### src/rtl/igw_pkg.sv
// Purpose: Shared constants for the interrupt gating and low-power wake block
// Assumes: 32-bit classic Wishbone, byte addresses, 8- and 24-bit registers in low bits
// Notes: All offsets, field positions, reset values and timing counts live here
package igw_pkg;
	// Register byte addresses
	localparam logic [7:0] ADDR_INT_OPTION = 8'hC8; // Interrupt option, write only
	localparam logic [7:0] ADDR_SRC_CTRL = 8'hCC; // Peripheral masks and clock select
	localparam logic [7:0] ADDR_PORT_A = 8'hD0; // Port A direction, option, data
	localparam logic [7:0] ADDR_PORT_B = 8'hD4; // Port B direction, option, data
	localparam logic [7:0] ADDR_PORT_C = 8'hD8; // Port C direction, option, data
	localparam logic [7:0] ADDR_STATUS = 8'hDC; // Sleep state and pending vectors
	// Interrupt option fields
	localparam int IOR_EDGE_POL_BIT = 5; // Edge polarity for source two
	localparam int IOR_GEN_BIT = 4; // Global interrupt enable
	localparam logic [7:0] IOR_WRITE_MASK = 8'h30; // Implemented bits
	localparam logic [7:0] IOR_RESET = 8'h00; // Cleared on reset
	// Source control fields
	localparam int CTL_TIMER_MASK_BIT = 0; // Timer overflow mask
	localparam int CTL_ADC_MASK_BIT = 1; // Converter end-of-conversion mask
	localparam int CTL_AR_OVF_BIT = 2; // Auto-reload overflow enable
	localparam int CTL_AR_CMP_BIT = 3; // Auto-reload compare enable
	localparam int CTL_AR_EDGE_BIT = 4; // Auto-reload input edge enable
	localparam int CTL_OSC_LSB = 6; // Oscillator source select, two bits
	localparam logic [7:0] CTL_RESET = 8'h00; // Control reset value
	// Port config layout: direction [7:0], option [15:8], data [23:16]
	localparam int PCFG_OPT_LSB = 8; // Option byte position
	localparam int PCFG_DATA_LSB = 16; // Data byte position
	localparam logic [23:0] PCFG_RESET = 24'h000000; // Input, pull-up, no interrupt
	// Status fields
	localparam int STAT_STATE_LSB = 0; // Sleep state, two bits
	localparam int STAT_PEND_LSB = 8; // Pending vectors, five bits
	// Vector numbers
	localparam int VEC_NMI = 0; // Non-maskable source
	localparam int VEC_PORT_AB = 1; // Ports A and B pins
	localparam int VEC_PORT_C = 2; // Port C pins, edge
	localparam int VEC_AR_TIMER = 3; // Auto-reload timer events
	localparam int VEC_TIMER_ADC = 4; // Timer and converter
	// Core execution modes
	localparam logic [1:0] MODE_NORMAL = 2'h0; // Main routine
	localparam logic [1:0] MODE_IRQ = 2'h1; // Maskable interrupt routine
	localparam logic [1:0] MODE_NMI = 2'h2; // Non-maskable routine
	// Timing
	localparam int CLK_PERIOD_NS = 100; // 10 MHz core clock
	localparam int STAB_TIME_NS = 100000; // Oscillator settle time after stop
	localparam int STAB_CYCLES = (STAB_TIME_NS + CLK_PERIOD_NS - 1) / CLK_PERIOD_NS;
	localparam logic [10:0] STAB_LOAD = 11'(STAB_CYCLES - 1); // Counter start value
	// Sleep sequencer, Gray along run-wait-run and run-stop-settle
	typedef enum logic [1:0] {
		IGW_RUN = 2'h0,
		IGW_STOP = 2'h1,
		IGW_SETTLE = 2'h3,
		IGW_WAIT = 2'h2
	} igw_state_type;
endpackage

### src/rtl/igw_ctrl.sv
// What this block does
// - Option bit 5 picks source-two edge polarity
// - Bit 4 enables interrupts; NMI never masked
// - NMI served with enable low, no wake
// - Option register clears to zero on reset
// - Masked timer and converter events drive vector four
// - Auto-reload overflow, compare, edge drive vector three
// - Ports A,B to vector one; C to two
// - Wait halts core, clock and peripherals run
// - Wait exit by interrupt has no delay
// - Reset during sleep runs the plain reset
// - Stop halts oscillator until interrupt or reset
// - Stop exit by interrupt waits for oscillator
// - Active watchdog turns stop into wait
// - From main routine, service wake interrupt first
// - From NMI routine, resume, stay, no service
// - From interrupt routine, maskable wake just resumes
// - From interrupt routine, NMI wake served first
// - Enable low means only reset wakes
// - Sleep skipped when enabled request pending
// - Wake leaves oscillator selection unchanged
// - Source two edge only, rising or falling
// - Pin feeds interrupts only as pull-up input
//
// Purpose: Interrupt enables, vector routing and wait/stop sequencing of the core
// Assumes: All inputs synchronous to clk_i; core pulses sleep and ack strobes
// Notes: Priority and vector fetch stay in the core; this block only requests
`timescale 1ns/1ns
module igw_ctrl (
	input wire logic clk_i, // Core clock, 10 MHz
	input wire logic rst_i, // Synchronous reset, pin or watchdog
	input wire logic wb_cyc_i, // Wishbone cycle
	input wire logic wb_stb_i, // Wishbone strobe
	input wire logic wb_we_i, // Wishbone write
	input wire logic [7:0] wb_adr_i, // Wishbone byte address
	input wire logic [3:0] wb_sel_i, // Wishbone byte lanes
	input wire logic [31:0] wb_dat_i, // Wishbone write data
	output logic [31:0] wb_dat_o, // Wishbone read data
	output logic wb_ack_o, // Wishbone acknowledge
	input wire logic nmi_i, // Non-maskable request line, rising edge
	input wire logic timer_zero_flag_i, // Timer overflow flag
	input wire logic adc_eoc_flag_i, // Converter end of conversion
	input wire logic ar_overflow_flag_i, // Auto-reload overflow flag
	input wire logic ar_compare_flag_i, // Auto-reload compare flag
	input wire logic ar_edge_flag_i, // Auto-reload input edge flag
	input wire logic [7:0] port_a_i, // Port A pin levels
	input wire logic [7:0] port_b_i, // Port B pin levels
	input wire logic [7:0] port_c_i, // Port C pin levels
	input wire logic [4:0] irq_ack_i, // Core entered routine of vector n
	input wire logic [1:0] core_mode_i, // Current core execution mode
	input wire logic sleep_wait_i, // Core executes a wait instruction
	input wire logic sleep_stop_i, // Core executes a stop instruction
	input wire logic watchdog_active_i, // Watchdog running, hardware or software
	output logic [4:0] irq_req_o, // Requests per vector to the core
	output logic halt_o, // Core must not fetch instructions
	output logic osc_run_o, // Oscillator enable
	output logic [1:0] osc_select_o, // Oscillator source selection
	output logic resume_o, // One-cycle pulse: core leaves sleep
	output logic resume_service_o, // With resume: take interrupt before next instr
	output logic skip_o // One-cycle pulse: sleep instruction skipped
);
	// Register state
	logic [7:0] interrupt_option_reg; // Edge polarity and global enable
	logic [7:0] src_ctrl; // Peripheral masks and clock select
	logic [23:0] port_a_pin_irq_config; // Port A direction, option, data
	logic [23:0] port_b_pin_irq_config; // Port B direction, option, data
	logic [23:0] port_c_pin_irq_config; // Port C direction, option, data
	logic [7:0] next_interrupt_option_reg;
	logic [7:0] next_src_ctrl;
	logic [23:0] next_port_a, next_port_b, next_port_c;
	logic [31:0] next_dat;
	logic next_ack;
	// Latches and sequencer state
	logic nmi_prev, c_prev, nmi_latch, c_latch;
	logic next_nmi_latch, next_c_latch;
	igw_pkg::igw_state_type state, next_state;
	logic [10:0] stab_cnt, next_stab_cnt;
	logic [1:0] mode_at_sleep, next_mode_at_sleep;
	logic next_resume, next_resume_service, next_skip;
	// Decoded requests
	logic global_irq_enable, edge_polarity_select;
	logic [7:0] pin_en_a, pin_en_b, pin_en_c;
	logic c_active, any_pending, wake;
	logic bus_req, sleep_req;

	// Pin enabled for interrupts: input, option set, data clear
	function automatic logic [7:0] pin_irq_en(input logic [23:0] cfg);
		pin_irq_en = ~cfg[7:0] & cfg[igw_pkg::PCFG_OPT_LSB +: 8] &
			~cfg[igw_pkg::PCFG_DATA_LSB +: 8];
	endfunction

	// Byte-lane merge for a register write
	function automatic logic [23:0] lane_merge(input logic [23:0] old, input logic [31:0] d,
		input logic [3:0] sel);
		lane_merge = old;
		for (int i = 0; i < 3; i++)
		begin
			if (sel[i])
			begin
				lane_merge[8*i +: 8] = d[8*i +: 8];
			end
		end
	endfunction

	// Field decode
	assign global_irq_enable = interrupt_option_reg[igw_pkg::IOR_GEN_BIT];
	assign edge_polarity_select = interrupt_option_reg[igw_pkg::IOR_EDGE_POL_BIT];
	assign pin_en_a = pin_irq_en(port_a_pin_irq_config);
	assign pin_en_b = pin_irq_en(port_b_pin_irq_config);
	assign pin_en_c = pin_irq_en(port_c_pin_irq_config);
	// Polarity-adjusted port C level; latch catches its rising edge
	assign c_active = |(pin_en_c & (port_c_i ^ {8{~edge_polarity_select}}));

	// Vector requests, maskable ones gated by the global enable
	always_comb
	begin
		irq_req_o = 5'h00;
		irq_req_o[igw_pkg::VEC_NMI] = nmi_latch;
		// Ports A/B request on a low level of any enabled pin
		irq_req_o[igw_pkg::VEC_PORT_AB] = global_irq_enable &
			|((pin_en_a & ~port_a_i) | (pin_en_b & ~port_b_i));
		irq_req_o[igw_pkg::VEC_PORT_C] = global_irq_enable & c_latch;
		irq_req_o[igw_pkg::VEC_AR_TIMER] = global_irq_enable &
			((ar_overflow_flag_i & src_ctrl[igw_pkg::CTL_AR_OVF_BIT]) |
			(ar_compare_flag_i & src_ctrl[igw_pkg::CTL_AR_CMP_BIT]) |
			(ar_edge_flag_i & src_ctrl[igw_pkg::CTL_AR_EDGE_BIT]));
		irq_req_o[igw_pkg::VEC_TIMER_ADC] = global_irq_enable &
			((timer_zero_flag_i & src_ctrl[igw_pkg::CTL_TIMER_MASK_BIT]) |
			(adc_eoc_flag_i & src_ctrl[igw_pkg::CTL_ADC_MASK_BIT]));
	end

	// Any request the core would take; NMI counts even with enable low
	assign any_pending = |irq_req_o;
	// Wake only with global enable high, so enable low leaves reset as only exit
	assign wake = global_irq_enable & (|irq_req_o[4:1] | nmi_latch);
	assign bus_req = wb_cyc_i & wb_stb_i & ~wb_ack_o;
	assign sleep_req = sleep_wait_i | sleep_stop_i;

	// Edge latches: set wins over the core's acknowledge
	always_comb
	begin
		next_nmi_latch = nmi_latch;
		next_c_latch = c_latch;
		if (irq_ack_i[igw_pkg::VEC_NMI])
		begin
			next_nmi_latch = 1'b0;
		end
		if (nmi_i & ~nmi_prev)
		begin
			next_nmi_latch = 1'b1;
		end
		if (irq_ack_i[igw_pkg::VEC_PORT_C])
		begin
			next_c_latch = 1'b0;
		end
		// Only first edge is kept while one is already stored
		if (c_active & ~c_prev)
		begin
			next_c_latch = 1'b1;
		end
	end

	// Latch registers
	always_ff @(posedge clk_i)
	begin
		if (rst_i)
		begin
			nmi_prev <= 1'b0;
			c_prev <= 1'b0;
			nmi_latch <= 1'b0;
			c_latch <= 1'b0;
		end
		else
		begin
			nmi_prev <= nmi_i;
			c_prev <= c_active;
			nmi_latch <= next_nmi_latch;
			c_latch <= next_c_latch;
		end
	end

	// Wishbone slave: one wait state, unmapped reads zero, writes ignored
	always_comb
	begin
		next_interrupt_option_reg = interrupt_option_reg;
		next_src_ctrl = src_ctrl;
		next_port_a = port_a_pin_irq_config;
		next_port_b = port_b_pin_irq_config;
		next_port_c = port_c_pin_irq_config;
		next_dat = 32'h00000000;
		next_ack = bus_req;
		if (bus_req & wb_we_i)
		begin
			case (wb_adr_i)
				igw_pkg::ADDR_INT_OPTION:
				begin
					if (wb_sel_i[0])
					begin
						next_interrupt_option_reg = wb_dat_i[7:0] & igw_pkg::IOR_WRITE_MASK;
					end
				end
				igw_pkg::ADDR_SRC_CTRL:
				begin
					if (wb_sel_i[0])
					begin
						next_src_ctrl = wb_dat_i[7:0];
					end
				end
				igw_pkg::ADDR_PORT_A: next_port_a = lane_merge(port_a_pin_irq_config, wb_dat_i, wb_sel_i);
				igw_pkg::ADDR_PORT_B: next_port_b = lane_merge(port_b_pin_irq_config, wb_dat_i, wb_sel_i);
				igw_pkg::ADDR_PORT_C: next_port_c = lane_merge(port_c_pin_irq_config, wb_dat_i, wb_sel_i);
				default: next_dat = 32'h00000000; // Unmapped or read-only: no effect
			endcase
		end
		else if (bus_req)
		begin
			// Option register is write only and reads as zero
			case (wb_adr_i)
				igw_pkg::ADDR_SRC_CTRL: next_dat = {24'h000000, src_ctrl};
				igw_pkg::ADDR_PORT_A: next_dat = {8'h00, port_a_pin_irq_config};
				igw_pkg::ADDR_PORT_B: next_dat = {8'h00, port_b_pin_irq_config};
				igw_pkg::ADDR_PORT_C: next_dat = {8'h00, port_c_pin_irq_config};
				igw_pkg::ADDR_STATUS:
				begin
					next_dat[igw_pkg::STAT_STATE_LSB +: 2] = state;
					next_dat[igw_pkg::STAT_PEND_LSB +: 5] = irq_req_o;
				end
				default: next_dat = 32'h00000000;
			endcase
		end
	end

	// Register file and bus outputs
	always_ff @(posedge clk_i)
	begin
		if (rst_i)
		begin
			interrupt_option_reg <= igw_pkg::IOR_RESET;
			src_ctrl <= igw_pkg::CTL_RESET;
			port_a_pin_irq_config <= igw_pkg::PCFG_RESET;
			port_b_pin_irq_config <= igw_pkg::PCFG_RESET;
			port_c_pin_irq_config <= igw_pkg::PCFG_RESET;
			wb_dat_o <= 32'h00000000;
			wb_ack_o <= 1'b0;
		end
		else
		begin
			interrupt_option_reg <= next_interrupt_option_reg;
			src_ctrl <= next_src_ctrl;
			port_a_pin_irq_config <= next_port_a;
			port_b_pin_irq_config <= next_port_b;
			port_c_pin_irq_config <= next_port_c;
			wb_dat_o <= next_dat;
			wb_ack_o <= next_ack;
		end
	end

	// Clock source is only ever changed by software, never by a wake
	assign osc_select_o = src_ctrl[igw_pkg::CTL_OSC_LSB +: 2];
	assign halt_o = (state != igw_pkg::IGW_RUN);
	assign osc_run_o = (state != igw_pkg::IGW_STOP);

	// Sleep sequencer
	always_comb
	begin
		next_state = state;
		next_stab_cnt = stab_cnt;
		next_mode_at_sleep = mode_at_sleep;
		next_resume = 1'b0;
		next_resume_service = resume_service_o;
		next_skip = 1'b0;
		case (state)
			igw_pkg::IGW_RUN:
			begin
				if (sleep_req & any_pending)
				begin
					next_skip = 1'b1;
				end
				else if (sleep_stop_i & ~watchdog_active_i)
				begin
					next_state = igw_pkg::IGW_STOP;
					next_mode_at_sleep = core_mode_i;
				end
				else if (sleep_req)
				begin
					// Stop under a running watchdog becomes wait
					next_state = igw_pkg::IGW_WAIT;
					next_mode_at_sleep = core_mode_i;
				end
			end
			igw_pkg::IGW_WAIT:
			begin
				if (wake)
				begin
					next_state = igw_pkg::IGW_RUN;
					next_resume = 1'b1;
				end
			end
			igw_pkg::IGW_STOP:
			begin
				if (wake)
				begin
					next_state = igw_pkg::IGW_SETTLE;
					next_stab_cnt = igw_pkg::STAB_LOAD;
				end
			end
			igw_pkg::IGW_SETTLE:
			begin
				if (stab_cnt == 11'h000)
				begin
					next_state = igw_pkg::IGW_RUN;
					next_resume = 1'b1;
				end
				else
				begin
					next_stab_cnt = stab_cnt - 11'h001;
				end
			end
			default: next_state = igw_pkg::IGW_RUN;
		endcase
		// Decide whether the core services the waking request first
		if (next_resume)
		begin
			case (mode_at_sleep)
				igw_pkg::MODE_NORMAL: next_resume_service = 1'b1;
				igw_pkg::MODE_IRQ: next_resume_service = nmi_latch;
				default: next_resume_service = 1'b0;
			endcase
		end
	end

	// Sequencer registers; reset from any state is the plain reset path
	always_ff @(posedge clk_i)
	begin
		if (rst_i)
		begin
			state <= igw_pkg::IGW_RUN;
			stab_cnt <= 11'h000;
			mode_at_sleep <= igw_pkg::MODE_NORMAL;
			resume_o <= 1'b0;
			resume_service_o <= 1'b0;
			skip_o <= 1'b0;
		end
		else
		begin
			state <= next_state;
			stab_cnt <= next_stab_cnt;
			mode_at_sleep <= next_mode_at_sleep;
			resume_o <= next_resume;
			resume_service_o <= next_resume_service;
			skip_o <= next_skip;
		end
	end

	// Checks on the block's own outputs
	a_ior_reset: assert property (@(posedge clk_i) rst_i |=> interrupt_option_reg == 8'h00)
		else $error("option register not cleared by reset");
	a_gen_masks: assert property (@(posedge clk_i) disable iff (rst_i)
		!global_irq_enable |-> irq_req_o[4:1] == 4'h0)
		else $error("maskable request while enable low");
	a_no_wake_gen: assert property (@(posedge clk_i) disable iff (rst_i)
		(state == igw_pkg::IGW_WAIT) && !global_irq_enable |=> state == igw_pkg::IGW_WAIT)
		else $error("woke with enable low");
	a_vec4_route: assert property (@(posedge clk_i) disable iff (rst_i)
		global_irq_enable && timer_zero_flag_i && src_ctrl[igw_pkg::CTL_TIMER_MASK_BIT]
		|-> irq_req_o[igw_pkg::VEC_TIMER_ADC])
		else $error("timer event missing on vector four");
	a_vec3_route: assert property (@(posedge clk_i) disable iff (rst_i)
		global_irq_enable && ar_compare_flag_i && src_ctrl[igw_pkg::CTL_AR_CMP_BIT]
		|-> irq_req_o[igw_pkg::VEC_AR_TIMER])
		else $error("compare event missing on vector three");
	a_wait_nodelay: assert property (@(posedge clk_i) disable iff (rst_i)
		(state == igw_pkg::IGW_WAIT) && wake |=> (state == igw_pkg::IGW_RUN) && resume_o)
		else $error("wait exit not immediate");
	a_stop_settle: assert property (@(posedge clk_i) disable iff (rst_i)
		(state == igw_pkg::IGW_STOP) && wake |=> (state == igw_pkg::IGW_SETTLE) [*8])
		else $error("stop exit skipped settle delay");
	a_stop_osc_off: assert property (@(posedge clk_i) disable iff (rst_i)
		(state == igw_pkg::IGW_STOP) |-> !osc_run_o && halt_o)
		else $error("oscillator running in stop");
	a_stop_as_wait: assert property (@(posedge clk_i) disable iff (rst_i)
		(state == igw_pkg::IGW_RUN) && sleep_stop_i && watchdog_active_i && !any_pending
		|=> state == igw_pkg::IGW_WAIT)
		else $error("stop not turned into wait");
	a_skip_pending: assert property (@(posedge clk_i) disable iff (rst_i)
		(state == igw_pkg::IGW_RUN) && sleep_req && any_pending
		|=> (state == igw_pkg::IGW_RUN) && skip_o)
		else $error("sleep entered with request pending");
	a_nmi_mode_stay: assert property (@(posedge clk_i) disable iff (rst_i)
		resume_o && (mode_at_sleep == igw_pkg::MODE_NMI) |-> !resume_service_o)
		else $error("service requested after sleep in nmi routine");
	a_main_service: assert property (@(posedge clk_i) disable iff (rst_i)
		resume_o && (mode_at_sleep == igw_pkg::MODE_NORMAL) |-> resume_service_o)
		else $error("wake interrupt not serviced from main routine");
	c_wait_wake: cover property (@(posedge clk_i) disable iff (rst_i)
		(state == igw_pkg::IGW_WAIT) ##1 resume_o);
	c_stop_wake: cover property (@(posedge clk_i) disable iff (rst_i)
		(state == igw_pkg::IGW_SETTLE) ##1 (state == igw_pkg::IGW_RUN));
	c_skip: cover property (@(posedge clk_i) disable iff (rst_i) skip_o);
	c_port_c_edge: cover property (@(posedge clk_i) disable iff (rst_i) irq_req_o[2]);
endmodule

### config.mk
export PLATFORM = sky130hd
export DESIGN_NAME = igw_ctrl
export DESIGN_NICKNAME = d
export VERILOG_FILES = /design/src/rtl/igw_pkg.sv /design/src/rtl/igw_ctrl.sv
export SDC_FILE = /design/constraint.sdc
export NUM_CORES = 1
export LEC_CHECK = 0
export BUFFER_PORTS_ARGS = -buffer_cell sky130_fd_sc_hd__buf_2
export CORE_UTILIZATION = 54
export DETAILED_ROUTE_END_ITERATION = 12
export GPL_TIMING_DRIVEN = 0
export PLACE_DENSITY = 0.79
export SLEW_MARGIN = 40
export SYNTH_ARGS = -nofsm -noshare
export SYNTH_HDL_FRONTEND = slang
export SYNTH_SLANG_ARGS = --single-unit
### constraint.sdc
create_clock -name clk_i -period 2.2 [get_ports clk_i]
set_input_delay 0.33 -clock clk_i [delete_from_list [all_inputs] [get_ports clk_i]]
set_output_delay 0.33 -clock clk_i [all_outputs]
set_load 0.03 [all_outputs]
* Word-level counts from Yosys, hierarchy flattened
Cells that the tools add are included.
** Word-level totals
- Flip-flop bits (word level) :: 137
- Output and inout bits :: 45
- Bits of input ports :: 89
** Operators by class
- Bitwise gates (word level) :: 49
- Reduce and logical (&&, ||, !) cells :: 28
- Mux-type cells :: 25
- Equality and inequality tests :: 17
- $add $sub $neg :: 1
** Operators with widths (count)
- 8-bit AND :: 9
- 8-bit inverter :: 8
- 8-bit == test, second input constant :: 6
- 3-bit AND reduction :: 13
- 11-bit case mux with 3 select lines :: 1
- 6-bit case mux with 4 select lines :: 1
- 11-bit 2-to-1 mux :: 2
- 11-bit case mux with 2 select lines :: 1
- 5-bit case mux with 4 select lines :: 1
- 1-bit AND :: 17
- 2-bit 2-to-1 mux :: 8
- 8-bit OR reduction :: 2
- 11-bit logical NOT :: 1
- 11-bit by 1-bit subtractor with 11-bit output, second input constant :: 1
- 2-bit != test, second input constant :: 5
- 2-bit case mux with 5 select lines :: 1
- 2-bit nonzero test :: 5
- 1-bit inverter :: 8
- 8-bit OR :: 1
- 2-bit case mux with 4 select lines :: 1
- 8-bit bitwise XOR :: 1
- 1-bit 2-to-1 mux :: 7
- 1-bit OR :: 5
- 5-bit AND reduction :: 1
- other kinds (10) :: 14

* Logic depth before layout (Yosys ltp)
- Word-level depth :: 12
- Gate-level depth with buffers :: 8
- Mapped depth without buffers :: 8

* Worst setup path after synthesis
Ideal clock, no wire load.
- Path type :: reg2reg
- From :: register port_a_pin_irq_config[11]
- To :: register wb_dat_o[9]
- Cell stages (with the launch flop) :: 7
- Data required time :: 2.083 ns
- Setup slack :: 0.347 ns
- Arrival time :: 1.735 ns
- Path buffers :: 0
- Clock period less this slack :: 1.853 ns
- Path through :: dfxtp_1 nor4b_1 nor4_1 nand4_1 and2_1 mux4_2 nor2b_1
** Between the ends
- Cells in the longest elaborated chain, start to end :: 7
** RTL lines
- start: declaration :: line igw_ctrl.sv:65 : logic [23:0] port_a_pin_irq_config;
- start signal: assignment :: line igw_ctrl.sv:240 : port_a_pin_irq_config <= igw_pkg::PCFG_RESET;
- start signal: assignment :: line igw_ctrl.sv:250 : port_a_pin_irq_config <= next_port_a;
- 8-bit AND (2 in series) :: line igw_ctrl.sv:88 : pin_irq_en = ~cfg[7:0] & cfg[igw_pkg::PCFG_OPT_LSB +: 8] &
- 8-bit AND :: line igw_ctrl.sv:121 : |((pin_en_a & ~port_a_i) | (pin_en_b & ~port_b_i));
- 8-bit OR :: line igw_ctrl.sv:121
- 8-bit OR reduction :: line igw_ctrl.sv:121
- 1-bit AND :: line igw_ctrl.sv:120 : irq_req_o[igw_pkg::VEC_PORT_AB] = global_irq_enable &
- via irq_req_o[1] :: line igw_ctrl.sv:54 : output logic [4:0] irq_req_o,
- 5-bit case mux with 4 select lines :: line igw_ctrl.sv:218 : case (wb_adr_i)
- end signal: assignment :: line igw_ctrl.sv:253 : wb_dat_o <= next_dat;
- end: declaration :: line igw_ctrl.sv:38 : output logic [31:0] wb_dat_o,
The timed path passes the listed nets, and every way through them passes these cells.
A chain may end at the register's enable or synchronous reset.

* Worst setup path after layout
- From :: register port_b_pin_irq_config[9]
- To :: output port irq_req_o[1]
** Between the ends
- Cells in the longest elaborated chain, start to end :: 6
** RTL lines
- start: declaration :: line igw_ctrl.sv:66 : logic [23:0] port_b_pin_irq_config;
- start signal: assignment :: line igw_ctrl.sv:241 : port_b_pin_irq_config <= igw_pkg::PCFG_RESET;
- start signal: assignment :: line igw_ctrl.sv:251 : port_b_pin_irq_config <= next_port_b;
- 8-bit AND (2 in series) :: line igw_ctrl.sv:88
- 8-bit AND :: line igw_ctrl.sv:121
- 8-bit OR :: line igw_ctrl.sv:121
- 8-bit OR reduction :: line igw_ctrl.sv:121
- 1-bit AND :: line igw_ctrl.sv:120
- end: declaration :: line igw_ctrl.sv:54
Every way passes these cells.

==> reports/metrics.yaml <==
synthesis:
  synth_edf_count: 0
  synth.area.top_cells: "dfxtp_1, mux2i_1, nor2_1"
  synthesis.area_mm2: 0.00563
  async_reset_ff_frac: 0
  ys.flop_type: "dfxtp_1"
  synthCells: 583
  yosysTopAreaCellShare: 0.459
  ys_top_cells_by_count: "dfxtp_1, nor2_1, mux2i_1"
  yosys.cell_types.count: 54
  yosysWarnings: 0
  ys_seq_area_frac: 0.459
  avgSynthCellArea_um2: 9.65
  yosys.area.top_type: "dfxtp_1"
  synth_seq_cells: 129
route:
  vias: 5142
  antenna_left: 0
  routedWlPerCell_um: 19.6
  firstDrtPassIters: 5
  drc_errors: 0
  via_per_inst: 5.90
  totalWireLength_mm: 17.1
  first_iter_violations: 392
sta:
  fin_ws_ps: -65.2
  final.period_utilization: 1.03
  setup_viol_count_final: 1
  clock.fmax_mhz: 441
  rsz0062_at_grt: "true"
  relSlewSlack: 0.467
  finClkSkew_ps: 7.39
  finalHoldViolations: 0
  worst_slew_pin_slew_ps: 800
  drv_slew: 0
  period_needed_ps: 2270
finish:
  final_cells: 872
  area_growth_pct: 27.5
  antenna_cells: 0
  design_area_mm2: 0.00718
  nets: 816
  drive_gt1_frac: 0.294
  nFillCells: 706
pwr:
  leakagePower_nw: 2.79
  pwr-share-comb: 0.056
  power.internal_mw: 4.35
  switching_share: 0.220
  power_density_mw_per_mm2: 776
  seqPwrFrac: 0.424
  power_switching_mw: 1.22
  pwr-share-clk: 0.520
  ir_drop_mv: 0.511
clocking:
  root_buffer: "clkbuf_8"
  cts_hold_buf: 0
  cts_tree: "yes"
  clock_path_buffers: 2
  cts_htree_levels: 4
  clock_latency_ps: 520
  clk_pin_slew_ps: 60
  clock_sinks: 129
  numCtsBuffers: 17
floorplanning:
  core-area_mm2: 0.00995
  io_pins: 134
  die_width_um: 104
  die_h_um: 104
  initial_utilization: 0.565
  die_area_mm2: 0.0108
  row_count: 36
global_route:
  antenna_found_initial: 0
  grt_pass1_wl_mm: 26.6
  grt_max_degree: 17
  grt_pass1_vias: 4982
  gr-total-overflow: 0
  track_usage: 0.324
critical_path:
  worst_ep_required_time_ps: 1870
  cp-start-kind: "register"
  cp_max_fo: 2
  cp-end-kind: "output pin"
  worst-setup-path-type: "reg -> out"
  worst_ep_arrival_time_ps: 1940
min_path:
  hp-class: "in -> reg"
placed_design:
  place_ws_ps: -49.0
  postPlaceCellArea_mm2: 0.00638
  gp_congestion: 0.939
  dp_cells: 835
  dp_hpwl_mm: 12.2
  portBuffers: 112
outcome:
  status: "finished, violations left"
  violations: "negative setup slack"
job:
  maxCapViolCount: 0
==> power by group through the flow <==
stage          combinational (mW)  clock [mW]  sequential [mW]
6_report                    0.315        2.90             2.36
5_1_grt                     0.336        3.01             2.36
4_1_cts                     0.307        2.90             2.36
3_5_place_dp                0.301           0             2.41
3_3_place_gp                0.295           0             2.41
2_1_floorplan               0.154           0             2.41
==> layout make-up <==
cell class / instances / area [um^2] / share of cell area
multi-input combinational: 419 / 2990 / 0.417
sequential: 129 / 2600 / 0.362
timing repair buffer: 118 / 612 / 0.0852
clock buffer: 20 / 445 / 0.0621
buffer: 34 / 178 / 0.0248
tap: 133 / 166 / 0.0232
clock inverter: 12 / 163 / 0.0227
inverter: 7 / 26.3 / 0.00366
==> through the flow <==
| step | utilization | total power [mW] | TNS, ps | hold WS (ps) |
|---|---|---|---|---|
| after floorplan | - | 2.57 | 0 | 441 |
| after global placement | 0.641 | 2.71 | -209 | 450 |
| after detailed placement | 0.641 | 2.71 | -473 | 462 |
| after CTS | 0.720 | 5.57 | -104 | 39.4 |
| after global routing | 0.721 | 5.71 | -263 | 50.0 |
| final | 0.721 | 5.57 | -65.2 | 43.9 |
==> placed cells by master (no fill, tap or decap), types with 6 or more instances in the layout <==
| master | instances |
|---|---|
| a21oi_1 | 28 |
| a22oi_1 | 18 |
| a31oi_1 | 7 |
| buf_2 | 115 |
| buf_4 | 18 |
| clkbuf_1 | 18 |
| clkbuf_16 | 16 |
| clkinv_2 | 7 |
| conb_1 | 8 |
| dfxtp_1 | 119 |
| dfxtp_2 | 9 |
| inv_1 | 7 |
| mux2i_1 | 98 |
| nand2_1 | 16 |
| nor2_1 | 129 |
| nor2_4 | 6 |
| nor2b_1 | 6 |
| nor3_1 | 7 |
| nor4b_1 | 9 |
| nor4b_2 | 7 |
| xnor2_1 | 8 |
| xor2_1 | 6 |
==> layer usage <==
metal,vias up,routed length (um),track usage
met2,321,8010,0.523
li1,2332,-,-
met1,2428,6720,0.398
met3,61,1610,0.0827
met4,0,749,0.168
met5,-,0,0
==> final timing paths <==
kind | start | endpoint | slack, ps | cells past startpoint
min reg2reg | resume_service_o | resume_service_o | 470 | 2
max | port_b_pin_irq_config[9] | irq_req_o[1] | -70 | 6
min | core_mode_i[0] | mode_at_sleep[0] | 40 | 3
max reg2reg | port_b_pin_irq_config[6] | stab_cnt[1] | 40 | 9
==> kinds of logic (layout without fill, tap and decap cells) <==
| kind of cell | count (synthesis) | in the layout | synth area share |
|---|---|---|---|
| buf+inv | 42 | 191 | 0.0371 |
| mux | 104 | 104 | 0.195 |
| xor+xnor | 14 | 14 | 0.0218 |
| other cells | 1 | 8 | 0.000666 |
| compound gates | 70 | 70 | 0.0820 |
| flops | 129 | 129 | 0.459 |
| simple gates | 222 | 222 | 0.202 |
| fa+ha+maj | 1 | 1 | 0.00222 |
==> repair_timing <==
| action | CTS | global route |
|---|---|---|
| buffers inserted | 5 | 1 |
| endpoints found under the setup margin | 3 | 18 |
| pin swaps | 4 | 2 |
| resized for setup | 31 | 3 |
==> worst max-delay path, cell delays in order, from the launching register on <==
cell	delay, ps
dfxtp_2	320
nor4b_4	130
nor4_2	340
nand4_1	150
buf_4	190
and2_4	150
buf_6	130
Note: power is estimated with default switching activity, not from simulation.
